### config.mk
export PLATFORM = sky130hd
export DESIGN_NAME = lfd_monitor
export DESIGN_NICKNAME = d
export VERILOG_FILES = /design/src/lfd_pkg.sv /design/src/lfd_monitor.sv
export SDC_FILE = /design/constraint.sdc
export NUM_CORES = 2
export LEC_CHECK = 0
export BUFFER_PORTS_ARGS = -buffer_cell sky130_fd_sc_hd__buf_2
export CAP_MARGIN = 25
export CORE_MARGIN = 5
export CORE_UTILIZATION = 48
export DETAILED_ROUTE_END_ITERATION = 8
export PLACE_DENSITY_LB_ADDON = 0.25
export REMOVE_ABC_BUFFERS = 1
export SETUP_SLACK_MARGIN = 0.3
export SYNTH_ARGS = -nofsm -noshare
export SYNTH_HDL_FRONTEND = slang
export SYNTH_SLANG_ARGS = --single-unit
### constraint.sdc
create_clock -name ref_clk -period 7.9 [get_ports ref_clk]
set_input_delay 1.58 -clock ref_clk [delete_from_list [all_inputs] [get_ports ref_clk]]
set_output_delay 1.58 -clock ref_clk [all_outputs]
set_load 0.02 [all_outputs]
### src/lfd_pkg.sv
// Package for the LED fault diagnosis monitor: timing, widths, encodings.
// Assumes a single 100 MHz clock shared by every user of these constants.
package lfd_pkg;
  localparam int CLK_MHZ = 100;
  localparam int ERR_PULSE_US = 50;
  localparam int ERR_PULSE_CYC = ERR_PULSE_US * CLK_MHZ;
  localparam int NUM_CHAN = 16;
  localparam int TIME_W = 16;
  localparam int WDT_W = 4;
  localparam int CRC_W = 8;
  localparam logic [7:0] CRC_INIT = 8'hFF;
  localparam logic [7:0] CRC_POLY = 8'h31;
  localparam logic [3:0] WDT_OFF = 4'h0;
  localparam logic [3:0] WDT_FORCE = 4'hF;
  localparam int WDT_TICK_DEF = 100000;
  localparam int WDT_TICK_W = 20;
  localparam logic [7:0] SLS_HYST_CODES = 8'h03;

  typedef enum logic [1:0] {
    LFD_CRC_IDLE = 2'b00,
    LFD_CRC_RUN = 2'b01,
    LFD_CRC_DONE = 2'b10
  } lfd_crc_state_e;

  typedef struct packed {
    logic low_supply;
    logic supply_uv;
    logic reference;
    logic prethermal;
    logic overtemp;
    logic config_crc;
    logic open_f;
    logic short_f;
    logic single_short;
  } lfd_mask_s;

  typedef struct packed {
    logic low_supply;
    logic supply_uv;
    logic reference;
    logic prethermal;
    logic overtemp;
  } lfd_global_s;
endpackage

### src/lfd_monitor.sv
// Fault qualification, latched flags, error-pin drive, config CRC and watchdog.
// Assumes comparator levels and host strobes are synchronous to ref_clk.
`timescale 1ns/100ps

// What this block does
// Qualified open sets flags, pulses error pin
// Open qualified only inside long PWM on-time
// Low supply blocks open detection
// Faults only reported, no output action
// Flags latch until self-clearing clear strobe
// Qualified short sets flags, pulses error pin
// Short qualified only inside long on-time
// Single-short detection needs its enable
// Qualified single short sets flags, pulses
// Short on-times never give single-short report
// Select between two thresholds, applied from channel 0 only to chan_level_code
// Thresholds 8-bit codes, 125 mV steps
// Single-short removal needs threshold plus hysteresis, or low supply
// Post-load CRC mismatch flags and pulses
// CRC-8 poly 0x31, init FFh, MSB first
// Restore defaults reloads and reruns CRC
// Trim parity error sets parity flag
// Watchdog counts idle, restarts on good frame
// Overflow sets fail-safe, host clear returns
// Period Fh forces fail-safe, 0h disables
// Masks keep flags, stop summary propagation
// Hard faults hold pin, warnings pulse
// Channel diag disable blocks all reporting
// Per-type LED masks gate summary flags
// Counters time pulse, blanking, deglitch
module lfd_monitor
  import lfd_pkg::*;
#(
  parameter int NCH = NUM_CHAN,
  parameter int ERR_CYC = ERR_PULSE_CYC,
  parameter int WDT_TICK = WDT_TICK_DEF
)
(
  input wire logic ref_clk, // 100 MHz clock
  input wire logic rst_n, // Async reset, active low
  input wire logic [NCH-1:0] chan_pwm_on, // PWM on-time per channel
  input wire logic [NCH-1:0] chan_diag_enable, // Per-channel diagnosis enable
  input wire logic [NCH-1:0] open_cmp, // Headroom below open threshold
  input wire logic [NCH-1:0] short_cmp, // Output below ground-short threshold
  input wire logic [NCH-1:0] single_cmp, // Output below selected level
  input wire logic [NCH-1:0] single_rel_cmp, // Output above level plus hysteresis
  input wire logic [NCH-1:0] chan_single_thresh_sel, // 0 level a, 1 level b
  input wire logic [7:0] single_short_level_a, // Level code a
  input wire logic [7:0] single_short_level_b, // Level code b
  input wire logic single_short_enable, // Single-short detection enable
  input wire logic low_supply_cmp, // Supply below low_supply_threshold
  input wire lfd_global_s global_fault, // Other detector levels
  input wire lfd_mask_s mask, // Fault type masks
  input wire logic [TIME_W-1:0] blank_cycles, // Blanking time in cycles
  input wire logic [TIME_W-1:0] open_deg_cycles, // Open deglitch cycles
  input wire logic [TIME_W-1:0] short_deg_cycles, // Short deglitch cycles
  input wire logic [TIME_W-1:0] single_deg_cycles, // Single-short deglitch cycles
  input wire logic fault_clear_bit, // Host write of 1 to clear
  input wire logic restore_defaults_bit, // Host write of 1 to reload
  input wire logic eep_start, // Initial load done, start check
  input wire logic eep_valid, // Byte of loaded config
  input wire logic [7:0] eep_byte, // Config byte
  input wire logic eep_is_reserved, // Byte is the reserved dimming reg
  input wire logic eep_last, // Last config byte
  input wire logic [7:0] stored_config_crc, // Stored CRC
  input wire logic trim_valid, // Trim word present
  input wire logic [8:0] trim_word, // Trim data plus even parity
  input wire logic bus_idle, // Serial bus idle
  input wire logic frame_ok, // Good addressed non-broadcast frame
  input wire logic [WDT_W-1:0] watchdog_period, // Watchdog period code
  input wire logic failsafe_clear_bit, // Host write of 1 to leave fail-safe
  output logic [NCH-1:0] chan_open_flag, // Latched open flags
  output logic [NCH-1:0] chan_short_flag, // Latched short flags
  output logic [NCH-1:0] chan_single_short_flag, // Latched single-short flags
  output logic [NCH-1:0] chan_single_active, // Single short currently present
  output logic [7:0] chan_level_code, // Level code in use by channel 0
  output logic out_flag, // Output summary flag
  output logic err_flag, // Error summary flag
  output logic low_supply_flag, // Latched low supply
  output logic supply_uv_flag, // Latched supply undervoltage
  output logic reference_flag, // Latched reference fault
  output logic prethermal_flag, // Latched pre-thermal warning
  output logic overtemp_flag, // Latched overtemperature
  output logic config_crc_fault_flag, // Latched config CRC mismatch
  output logic [7:0] computed_config_crc, // CRC over loaded config
  output logic trim_parity_flag, // Trim parity error
  output logic failsafe_flag, // Fail-safe state
  output logic clear_ack, // Clear bit read back, always 0
  output logic err_pin_o, // Error pin output level, always 0
  output logic err_pin_oe // High while pulling error pin low
);

  function automatic logic [7:0] crc_byte(input logic [7:0] c, input logic [7:0] d);
    logic [7:0] r;
    r = c;
    for (int i = 7; i >= 0; i--)
    begin
      r = (r[7] ^ d[i]) ? ((r << 1) ^ CRC_POLY) : (r << 1);
    end
    return r;
  endfunction

  function automatic logic qualify(input logic [TIME_W:0] cnt, input logic [TIME_W-1:0] b,
                                   input logic [TIME_W-1:0] g);
    return cnt > ({1'b0, b} + {1'b0, g});
  endfunction

  logic [NCH-1:0] open_evt, short_evt, single_evt;
  logic [NCH-1:0] next_open, next_short, next_single;

  // Per-channel qualification counters restart whenever the condition drops
  genvar ch;
  generate
    for (ch = 0; ch < NCH; ch++)
    begin : g_chan
      logic [TIME_W:0] open_cnt, short_cnt, single_cnt, rel_cnt;
      logic open_go, short_go, single_go, rel_go;
      assign open_go = chan_pwm_on[ch] & chan_diag_enable[ch] & open_cmp[ch] & ~low_supply_cmp;
      assign short_go = chan_pwm_on[ch] & chan_diag_enable[ch] & short_cmp[ch];
      assign single_go = chan_pwm_on[ch] & chan_diag_enable[ch] & single_short_enable
                         & single_cmp[ch] & ~low_supply_cmp;
      assign rel_go = chan_pwm_on[ch] & single_rel_cmp[ch];

      always_ff @(posedge ref_clk or negedge rst_n)
      begin
        if (!rst_n)
        begin
          open_cnt <= '0;
          short_cnt <= '0;
          single_cnt <= '0;
          rel_cnt <= '0;
        end
        else
        begin
          // Saturate so a held fault never wraps back below the window
          open_cnt <= !open_go ? '0 : (&open_cnt ? open_cnt : open_cnt + 1'b1);
          short_cnt <= !short_go ? '0 : (&short_cnt ? short_cnt : short_cnt + 1'b1);
          single_cnt <= !single_go ? '0 : (&single_cnt ? single_cnt : single_cnt + 1'b1);
          rel_cnt <= !rel_go ? '0 : (&rel_cnt ? rel_cnt : rel_cnt + 1'b1);
        end
      end

      assign open_evt[ch] = open_go & qualify(open_cnt, blank_cycles, open_deg_cycles);
      assign short_evt[ch] = short_go & qualify(short_cnt, blank_cycles, short_deg_cycles);
      assign single_evt[ch] = single_go & qualify(single_cnt, blank_cycles, single_deg_cycles);

      always_ff @(posedge ref_clk or negedge rst_n)
      begin
        if (!rst_n)
          chan_single_active[ch] <= 1'b0;
        else if (single_evt[ch])
          chan_single_active[ch] <= 1'b1;
        else if (low_supply_cmp || (rel_go && qualify(rel_cnt, blank_cycles, single_deg_cycles)))
          chan_single_active[ch] <= 1'b0;
      end
    end
  endgenerate

  // Set wins over clear; no output action is taken on LED faults
  always_comb
  begin
    next_open = (fault_clear_bit ? '0 : chan_open_flag) | open_evt;
    next_short = (fault_clear_bit ? '0 : chan_short_flag) | short_evt;
    next_single = (fault_clear_bit ? '0 : chan_single_short_flag) | single_evt;
  end

  always_ff @(posedge ref_clk or negedge rst_n)
  begin
    if (!rst_n)
    begin
      chan_open_flag <= '0;
      chan_short_flag <= '0;
      chan_single_short_flag <= '0;
    end
    else
    begin
      chan_open_flag <= next_open;
      chan_short_flag <= next_short;
      chan_single_short_flag <= next_single;
    end
  end

  always_ff @(posedge ref_clk or negedge rst_n)
  begin
    if (!rst_n)
      chan_level_code <= '0;
    else
      chan_level_code <= chan_single_thresh_sel[0] ? single_short_level_b : single_short_level_a;
  end

  // Global detector flags latch on level
  logic [4:0] glob_q, glob_lvl;
  assign glob_lvl = global_fault;
  always_ff @(posedge ref_clk or negedge rst_n)
  begin
    if (!rst_n)
      glob_q <= '0;
    else
      glob_q <= (fault_clear_bit ? 5'h00 : glob_q) | glob_lvl;
  end
  assign {low_supply_flag, supply_uv_flag, reference_flag, prethermal_flag, overtemp_flag} = glob_q;

  // CRC over loaded config bytes
  lfd_crc_state_e crc_state;
  logic [7:0] crc_acc;
  logic crc_evt;
  always_ff @(posedge ref_clk or negedge rst_n)
  begin
    if (!rst_n)
    begin
      crc_state <= LFD_CRC_IDLE;
      crc_acc <= CRC_INIT;
      computed_config_crc <= CRC_INIT;
    end
    else
    begin
      unique case (crc_state)
        LFD_CRC_IDLE:
          if (eep_start || restore_defaults_bit)
          begin
            crc_acc <= CRC_INIT;
            crc_state <= LFD_CRC_RUN;
          end
        LFD_CRC_RUN:
          if (eep_valid)
          begin
            if (!eep_is_reserved)
              crc_acc <= crc_byte(crc_acc, eep_byte);
            if (eep_last)
            begin
              computed_config_crc <= eep_is_reserved ? crc_acc : crc_byte(crc_acc, eep_byte);
              crc_state <= LFD_CRC_DONE;
            end
          end
        LFD_CRC_DONE:
          crc_state <= LFD_CRC_IDLE;
        default:
          crc_state <= LFD_CRC_IDLE;
      endcase
    end
  end
  assign crc_evt = (crc_state == LFD_CRC_DONE) && (computed_config_crc != stored_config_crc);

  always_ff @(posedge ref_clk or negedge rst_n)
  begin
    if (!rst_n)
    begin
      config_crc_fault_flag <= 1'b0;
      trim_parity_flag <= 1'b0;
    end
    else
    begin
      config_crc_fault_flag <= (fault_clear_bit ? 1'b0 : config_crc_fault_flag) | crc_evt;
      trim_parity_flag <= (fault_clear_bit ? 1'b0 : trim_parity_flag) | (trim_valid & ^trim_word);
    end
  end

  // Watchdog: prescaled ticks while idle, period code times tick
  logic [WDT_TICK_W-1:0] wdt_pre;
  logic [WDT_W-1:0] wdt_cnt;
  logic wdt_ovf;
  assign wdt_ovf = (watchdog_period == WDT_FORCE) ||
                   (watchdog_period != WDT_OFF && wdt_cnt >= watchdog_period);
  always_ff @(posedge ref_clk or negedge rst_n)
  begin
    if (!rst_n)
    begin
      wdt_pre <= '0;
      wdt_cnt <= '0;
    end
    else if (frame_ok || watchdog_period == WDT_OFF || failsafe_flag)
    begin
      wdt_pre <= '0;
      wdt_cnt <= '0;
    end
    else if (bus_idle)
    begin
      if (wdt_pre == WDT_TICK_W'(WDT_TICK - 1))
      begin
        wdt_pre <= '0;
        wdt_cnt <= wdt_cnt + 1'b1;
      end
      else
        wdt_pre <= wdt_pre + 1'b1;
    end
  end

  always_ff @(posedge ref_clk or negedge rst_n)
  begin
    if (!rst_n)
      failsafe_flag <= 1'b0;
    else if (wdt_ovf && !failsafe_flag)
      failsafe_flag <= 1'b1;
    else if (failsafe_clear_bit && watchdog_period != WDT_FORCE)
      failsafe_flag <= 1'b0;
  end

  // Summary flags and error pin honour per-type masks
  logic led_open_rep, led_short_rep, led_single_rep, pulse_evt, hold_lvl;
  assign led_open_rep = |open_evt & ~mask.open_f;
  assign led_short_rep = |short_evt & ~mask.short_f;
  assign led_single_rep = |single_evt & ~mask.single_short;
  // Pulse only on a newly latched fault; a held fault must not retrigger it every PWM period
  logic led_new_rep;
  assign led_new_rep = (|(open_evt & ~chan_open_flag) & ~mask.open_f)
                       | (|(short_evt & ~chan_short_flag) & ~mask.short_f)
                       | (|(single_evt & ~chan_single_short_flag) & ~mask.single_short);
  assign pulse_evt = led_new_rep
                     | (global_fault.low_supply & ~low_supply_flag & ~mask.low_supply)
                     | (global_fault.prethermal & ~prethermal_flag & ~mask.prethermal)
                     | (crc_evt & ~mask.config_crc);
  assign hold_lvl = (global_fault.supply_uv & ~mask.supply_uv) | (global_fault.reference & ~mask.reference)
                    | (global_fault.overtemp & ~mask.overtemp);

  always_ff @(posedge ref_clk or negedge rst_n)
  begin
    if (!rst_n)
    begin
      out_flag <= 1'b0;
      err_flag <= 1'b0;
      clear_ack <= 1'b0;
    end
    else
    begin
      out_flag <= (fault_clear_bit ? 1'b0 : out_flag) | led_open_rep | led_short_rep | led_single_rep;
      err_flag <= (fault_clear_bit ? 1'b0 : err_flag) | pulse_evt | hold_lvl
                  | led_open_rep | led_short_rep | led_single_rep;
      clear_ack <= 1'b0;
    end
  end

  logic [TIME_W-1:0] pulse_cnt;
  always_ff @(posedge ref_clk or negedge rst_n)
  begin
    if (!rst_n)
      pulse_cnt <= '0;
    else if (pulse_evt)
      pulse_cnt <= TIME_W'(ERR_CYC);
    else if (pulse_cnt != '0)
      pulse_cnt <= pulse_cnt - 1'b1;
  end

  always_ff @(posedge ref_clk or negedge rst_n)
  begin
    if (!rst_n)
    begin
      err_pin_o <= 1'b0;
      err_pin_oe <= 1'b0;
    end
    else
    begin
      err_pin_o <= 1'b0;
      err_pin_oe <= pulse_evt | (pulse_cnt > TIME_W'(1)) | hold_lvl;
    end
  end

endmodule // lfd_monitor

# Yosys cells after proc, flatten, opt, wreduce, memory -nomap -nowiden
# Index checks and enable logic that the tools add are counted.
word_totals:
  out_inout_bits: 93
  elab_cells: 890
  input_bits: 249
  register_bits: 1229
classes:
  addsub: 70
  eq_ne: 73
  n_bitwise: 248
  order_cmp: 66
  n_reduce_logical: 141
  n_mux: 195
ops:
  columns: ["cell", "n"]
  rows:
  - ["$mux W17", 128]
  - ["$add A17 B1 Y17 const B", 64]
  - ["$gt A17 B17 Y1", 64]
  - ["$reduce_and A17 Y1", 64]
  - ["$and A1 B1 Y1", 191]
  - ["$ne A2 B2 Y1 const B", 67]
  - ["$reduce_or A16 Y1", 6]
  - ["$mux W16", 5]
  - ["$mux W20", 3]
  - ["$add A16 B16 Y17", 3]
  - ["$and A16 B16 Y16", 3]
  - ["$mux W6", 8]
  - ["$not A16 Y16", 3]
  - ["$or A16 B16 Y16", 3]
  - ["$reduce_bool A2 Y1", 21]
  - ["$mux W1", 38]
  - ["$mux W8", 4]
  - ["$not A3 Y3", 8]
  - ["$add A20 B1 Y20 const B", 1]
  - ["$eq A20 B17 Y1 const B", 1]
  - ["$logic_and A1 B1 Y1", 20]
  - ["$logic_or A1 B1 Y1", 20]
  - ["$or A1 B1 Y1", 19]
  - ["$gt A16 B1 Y1 const B", 1]
  - ["24 further kinds", 48]

# Longest topological paths before layout
logic_depth:
  depth_word: 19
  mapped_depth: 28
  mapped_depth_nobuf: 27

# Worst setup path before layout
# OpenSTA, ideal clock, no wires.
synth_path:
  path_kind: "input to register"
  from: "in blank_cycles[0]"
  to: "reg err_pin_oe"
  setup_ns: 0.139
  setup_slack_ns: -1.034
  path_buffers: 0
  stages: 26
  required_time_ns: 7.761
  t_arrival_ns: 8.795
  cell_sequence: "ha_1 > fa_1 > a21o_1 > a21oi_1 > nor2b_1 > o21a_1 > o21a_1 > o21ai_0 > a21oi_1 > o21ai_0 > a211o_1 > o21ai_0 > xnor2_1 > ha_1 > a21o_1 > a21o_1 > a21o_1 > a2111oi_0 > a21oi_1 > a2111oi_0 > o2111ai_1 > o32ai_1 > nand4_1 > o31ai_1 > nand2_2 > or4_1"
synth_between:
  elab_chain_cells: 13
  word_cells_on_any_way: 115
synth_rtl:
  columns: ["element", "line_no", "source"]
  rows:
  - ["from (decl)", "lfd_monitor.sv:54", "input wire logic [TIME_W-1:0] blank_cycles,"]
  - ["$add A16 B16 Y17", "lfd_monitor.sv:105", "return cnt > ({1'b0, b} + {1'b0, g});"]
  - ["$gt A17 B17 Y1", "lfd_monitor.sv:105", null]
  - ["$and A1 B1 Y1 (on tied branches)", "lfd_monitor.sv:143, lfd_monitor.sv:144", null]
  - ["$and A16 B16 Y16 (on tied branches)", "lfd_monitor.sv:305, lfd_monitor.sv:306", null]
  - ["$reduce_or A16 Y1 (on tied branches)", "lfd_monitor.sv:305, lfd_monitor.sv:306", null]
  - ["$and A1 B1 Y1 (on tied branches)", "lfd_monitor.sv:305, lfd_monitor.sv:306", null]
  - ["$or A1 B1 Y1", "lfd_monitor.sv:306", "| (|(short_evt & ~chan_short_flag) & ~mask.short_f)"]
  - ["$or A1 B1 Y1 (*)", "lfd_monitor.sv:307", "| (|(single_evt & ~chan_single_short_flag) & ~mask.single_short);"]
  - ["$or A1 B1 Y1 (*)", "lfd_monitor.sv:309", "| (global_fault.low_supply & ~low_supply_flag & ~mask.low_supply)"]
  - ["$or A1 B1 Y1 (*)", "lfd_monitor.sv:310", "| (global_fault.prethermal & ~prethermal_flag & ~mask.prethermal)"]
  - ["$or A1 B1 Y1 (*)", "lfd_monitor.sv:311", "| (crc_evt & ~mask.config_crc);"]
  - ["$or A1 B1 Y1 (*) (2 in a row)", "lfd_monitor.sv:353", "err_pin_oe <= pulse_evt | (pulse_cnt > TIME_W'(1)) | hold_lvl;"]
  - ["to (signal assigned)", "lfd_monitor.sv:353", null]
  - ["to (decl)", "lfd_monitor.sv:90", "output logic err_pin_oe"]
# Every way passes the cells marked *; elsewhere a longest branch is shown, timed or not.
# A chain may end at the register's enable or synchronous reset.

# Final worst setup path
layout_path:
  from: "in blank_cycles[1]"
  to: "reg err_flag"
layout_between:
  elab_chain_cells: 16
  word_cells_on_any_way: 124
layout_rtl:
  columns: ["element", "line_no", "source"]
  rows:
  - ["$add A16 B16 Y17", "lfd_monitor.sv:105", null]
  - ["$gt A17 B17 Y1", "lfd_monitor.sv:105", null]
  - ["$and A1 B1 Y1 (on tied branches)", "lfd_monitor.sv:143, lfd_monitor.sv:144", null]
  - ["$and A16 B16 Y16 (on tied branches)", "lfd_monitor.sv:305, lfd_monitor.sv:306", null]
  - ["$reduce_or A16 Y1 (on tied branches)", "lfd_monitor.sv:305, lfd_monitor.sv:306", null]
  - ["$and A1 B1 Y1 (on tied branches)", "lfd_monitor.sv:305, lfd_monitor.sv:306", null]
  - ["$or A1 B1 Y1", "lfd_monitor.sv:306", null]
  - ["$or A1 B1 Y1", "lfd_monitor.sv:307", null]
  - ["$or A1 B1 Y1", "lfd_monitor.sv:309", null]
  - ["$or A1 B1 Y1", "lfd_monitor.sv:310", null]
  - ["$or A1 B1 Y1", "lfd_monitor.sv:311", null]
  - ["$or A1 B1 Y1 (2 in a row)", "lfd_monitor.sv:326", "err_flag <= (fault_clear_bit ? 1'b0 : err_flag) | pulse_evt | hold_lvl"]
  - ["$or A1 B1 Y1 (2 in a row)", "lfd_monitor.sv:327", "| led_open_rep | led_short_rep | led_single_rep;"]
  - ["$or A1 B1 Y1 (*)", "lfd_monitor.sv:327", null]
  - ["to (signal assigned)", "lfd_monitor.sv:326", null]
  - ["to (decl)", "lfd_monitor.sv:78", "output logic err_flag,"]
# Marked as above.

==> qor.yml <==
status:
  outcome: "finished clean"
layout:
  fillCellCount: 15620
  design_area_mm2: 0.09742
  nets: 11270
  final_util_pct: 55.14
  drive_gt1_share_pct: 9.972
  area.growth.synth_to_final_pct: 14.03
grt:
  overflow: 0
  grt_pass1_wl_um: 399300
  gr-usage-all-layers_pct: 26.98
  grt_pass1_vias: 71270
  grt_max_degree: 179
  antenna_found_initial: 12
clock_tree:
  htreeDepth: 4
  cts_tree: "yes"
  clk_path_buf_depth: 3
  cts-root-buf: "clkbuf_16"
  numCtsBuffers: 148
  clk_latency_ns: 0.81
  clkTransAtPathRegs_ns: 0.06
  cts.sinks: 1229
place:
  placed_area_mm2: 0.09208
  dp_hpwl_um: 187300
  io_buffers: 324
  post-place-ws_ns: -0.4892
  place_congestion: 0.9230
floorplan:
  die_area_mm2: 0.1865
  rows: 154
  die_h_um: 431.9
  ioPinCount: 342
  core-area_mm2: 0.1767
  die_x_um: 431.9
  start_util_pct: 48.35
timing:
  slew_violations: 0
  hold_viol_final: 0
  finalCritPeriodShare_pct: 93.13
  worstMarginPinSlew_ns: 1.071
  clock_skew_ns: 0.04175
  min_period_ns: 7.357
  slew_headroom_pct: 28.62
  rsz0062_at_grt: "false"
  fmax_mhz: 135.9
  setup_ws_ns: 0.5426
  setup_viol_count_final: 0
logic_synthesis:
  synth_compound_area_share_pct: 11.68
  synthAdderAreaFrac_pct: 18.08
  synth_edf_count: 0
  synth_xor_area_share_pct: 9.703
  muxShareOfSynthArea_pct: 1.675
  synthTopCellsByCount: "nor2_1 (1242), dfrtp_1 (1213), ha_1 (1208)"
  synth_most_common_cell: "nor2_1"
  ys.flop_type: "dfrtp_1"
  yosys.area_share.simple_pct: 20.90
  syn_area_mm2: 0.08544
  synthArstFlopShare_pct: 100.0
  synth_seq_area_share_pct: 36.02
  synth_top_area_share_pct: 35.53
  synth_top_family_by_area: "simple AND/OR/NAND/NOR gates"
  yosys.area.top_type: "dfrtp_1"
  ys_types: 92
  synthTopCellsByArea: "dfrtp_1 (36%), ha_1 (18%), xor2_1 (6.4%), nor2_1 (5.5%), xnor2_1 (3.1%)"
  yosys_warnings: 0
  synth_seq_cells: 1229
  netlist_instances: 9226
  syn-mean-instance-area_um2: 9.261
routing:
  num_vias: 71870
  routedWlPerCell_um: 20.89
  routed_via_density: 5.859
  dr.first_iter.drc_count: 4833
  dr.pass1.iters: 5
  wl_um: 256200
  ant_nets: 0
  remaining_drc_errors: 0
pwr:
  cellPowerDensity_mw_per_mm2: 176.8
  p_seq_share_pct: 37.8
  leakage_nw: 45.86
  comb_power_share_pct: 20.9
  switchingPower_mw: 5.261
  clockPowerShare_pct: 41.4
  ir_drop_v: 0.0002250
  p_int_mw: 11.97
  switching_share_pct: 30.54
critical_path:
  crit_path_frequent_cell: "buf_4"
  cp_max_fo: 4
  slowest_stage: "or4b_1"
  required_ns: 8.57
  critPathKind: "input port to register"
  worstSetupEndpointType: "register"
  critPathArrivalTime_ns: 8.02
  worst_path_largest_cell_delay_ns: 0.50
  start_kind: "input port"
job:
  cap_violations: 0
min_path:
  hold_path_class: "register to register"
-- per-stage QoR --
| step | std cells | hold WS, ns | power [mW] | TNS [ns] |
|---|---|---|---|---|
| 2_1_floorplan | 9040 | 0.4651 | 8.423 | -13.01 |
| 3_3_place_gp | 11990 | 0.4542 | 10.00 | -3.691 |
| 3_5_place_dp | 11990 | 0.4635 | 10.13 | -3.753 |
| 4_1_cts | 12250 | 0.4761 | 17.33 | 0 |
| 5_1_grt | 12260 | 0.5052 | 17.97 | 0 |
| 6_report | 12270 | 0.4736 | 17.23 | 0 |
-- layout by cell type, fill, tap and decap left out, types with 263 or more instances in the layout --
cell	netlist	routed
o21ai_0	381	374
nand3_1	471	471
buf_2	7	323
a21oi_1	448	442
nor2_1	1242	1242
xnor2_1	299	278
xor2_1	627	614
nand4_1	351	351
nand2_1	615	615
dfrtp_1	1213	1213
buf_4	2	263
ha_1	1208	1206
-- path summary, 6_finish.rpt --
path                                                       to                                start  slack, ns  cells past startpoint
setup / recovery                           err_flag$_DFF_PN0_                      blank_cycles[1]       0.54                     32
hold / removal                            glob_q[0]$_DFF_PN0_                  glob_q[0]$_DFF_PN0_       0.47                      1
setup reg to reg                           err_flag$_DFF_PN0_  g_chan[10].short_cnt[2]$_DFFE_PN0P_       3.47                     15
hold reg to reg                           glob_q[0]$_DFF_PN0_                  glob_q[0]$_DFF_PN0_       0.47                      1
max in group asynchronous  g_chan[10].rel_cnt[12]$_DFFE_PN0P_                                rst_n       5.38                      3
min in group asynchronous   g_chan[13].rel_cnt[8]$_DFFE_PN0P_                                rst_n       0.76                      1
-- layer usage --
metal	vias to the layer above	wire, um	track usage (%)
met5	-	29	0
met1	35090	107100	33.83
li1	34350	-	-
met3	610	12620	3.533
met4	4	18870	17.13
met2	1818	117700	44.15
-- logic make-up (layout without fill, tap and decap cells) --
group,after synthesis,after routing
AND/OR/NAND/NOR,3675,3675
AO/OA/AOI/OAI,1571,1571
adder cells (fa/ha/maj),1238,1238
flip-flops,1229,1229
XOR/XNOR,934,934
buffers and inverters,436,1127
multiplexers,142,142
other,1,10
-- critical path: cells and delay by family --
family                     cells  cell delay, ns
adders and majority gates      2            0.58
xor gates and xnor gates       1            0.22
AOI/OAI and AO/OA             16            3.09
and+or+nand+nor                6            1.32
buffers and inverters          7            1.22
-- final cells by class --
cell class	instances	area (um^2)	share of cell area, %
diodes	8	20.02	0.02055
clock buffers	208	4364	4.480
clock inverters	53	701.9	0.7205
inverters	249	934.6	0.9594
multi-input cells	7562	53530	54.94
flip-flops and latches	1229	30770	31.59
well taps	2340	2928	3.005
repair buffers	617	4175	4.286
-- registers in the layout, indices dropped and copies added (netlist names), 20 cells and up --
signal and cells:
g_chan.rel_cnt 272, g_chan.short_cnt 272, g_chan.open_cnt 272, g_chan.single_cnt 272, wdt_pre 20
-- what timing repair did --
action                                  in CTS  in global routing
hold buffers                                 0                  0
gates resized for setup                      0                 37
endpoints found under the setup margin       0                 18
buffers inserted                             0                  6
-- power by group through the flow --
stage | sequential (mW) | combinational (mW) | clock [mW]
after CTS | 6.50 | 3.54 | 7.28
after global routing | 6.52 | 3.93 | 7.52
final | 6.50 | 3.59 | 7.13
after floorplan | 6.63 | 1.79 | 0
after detailed placement | 6.61 | 3.51 | 0
after global placement | 6.61 | 3.39 | 0
(Power assumes the default switching activity.)
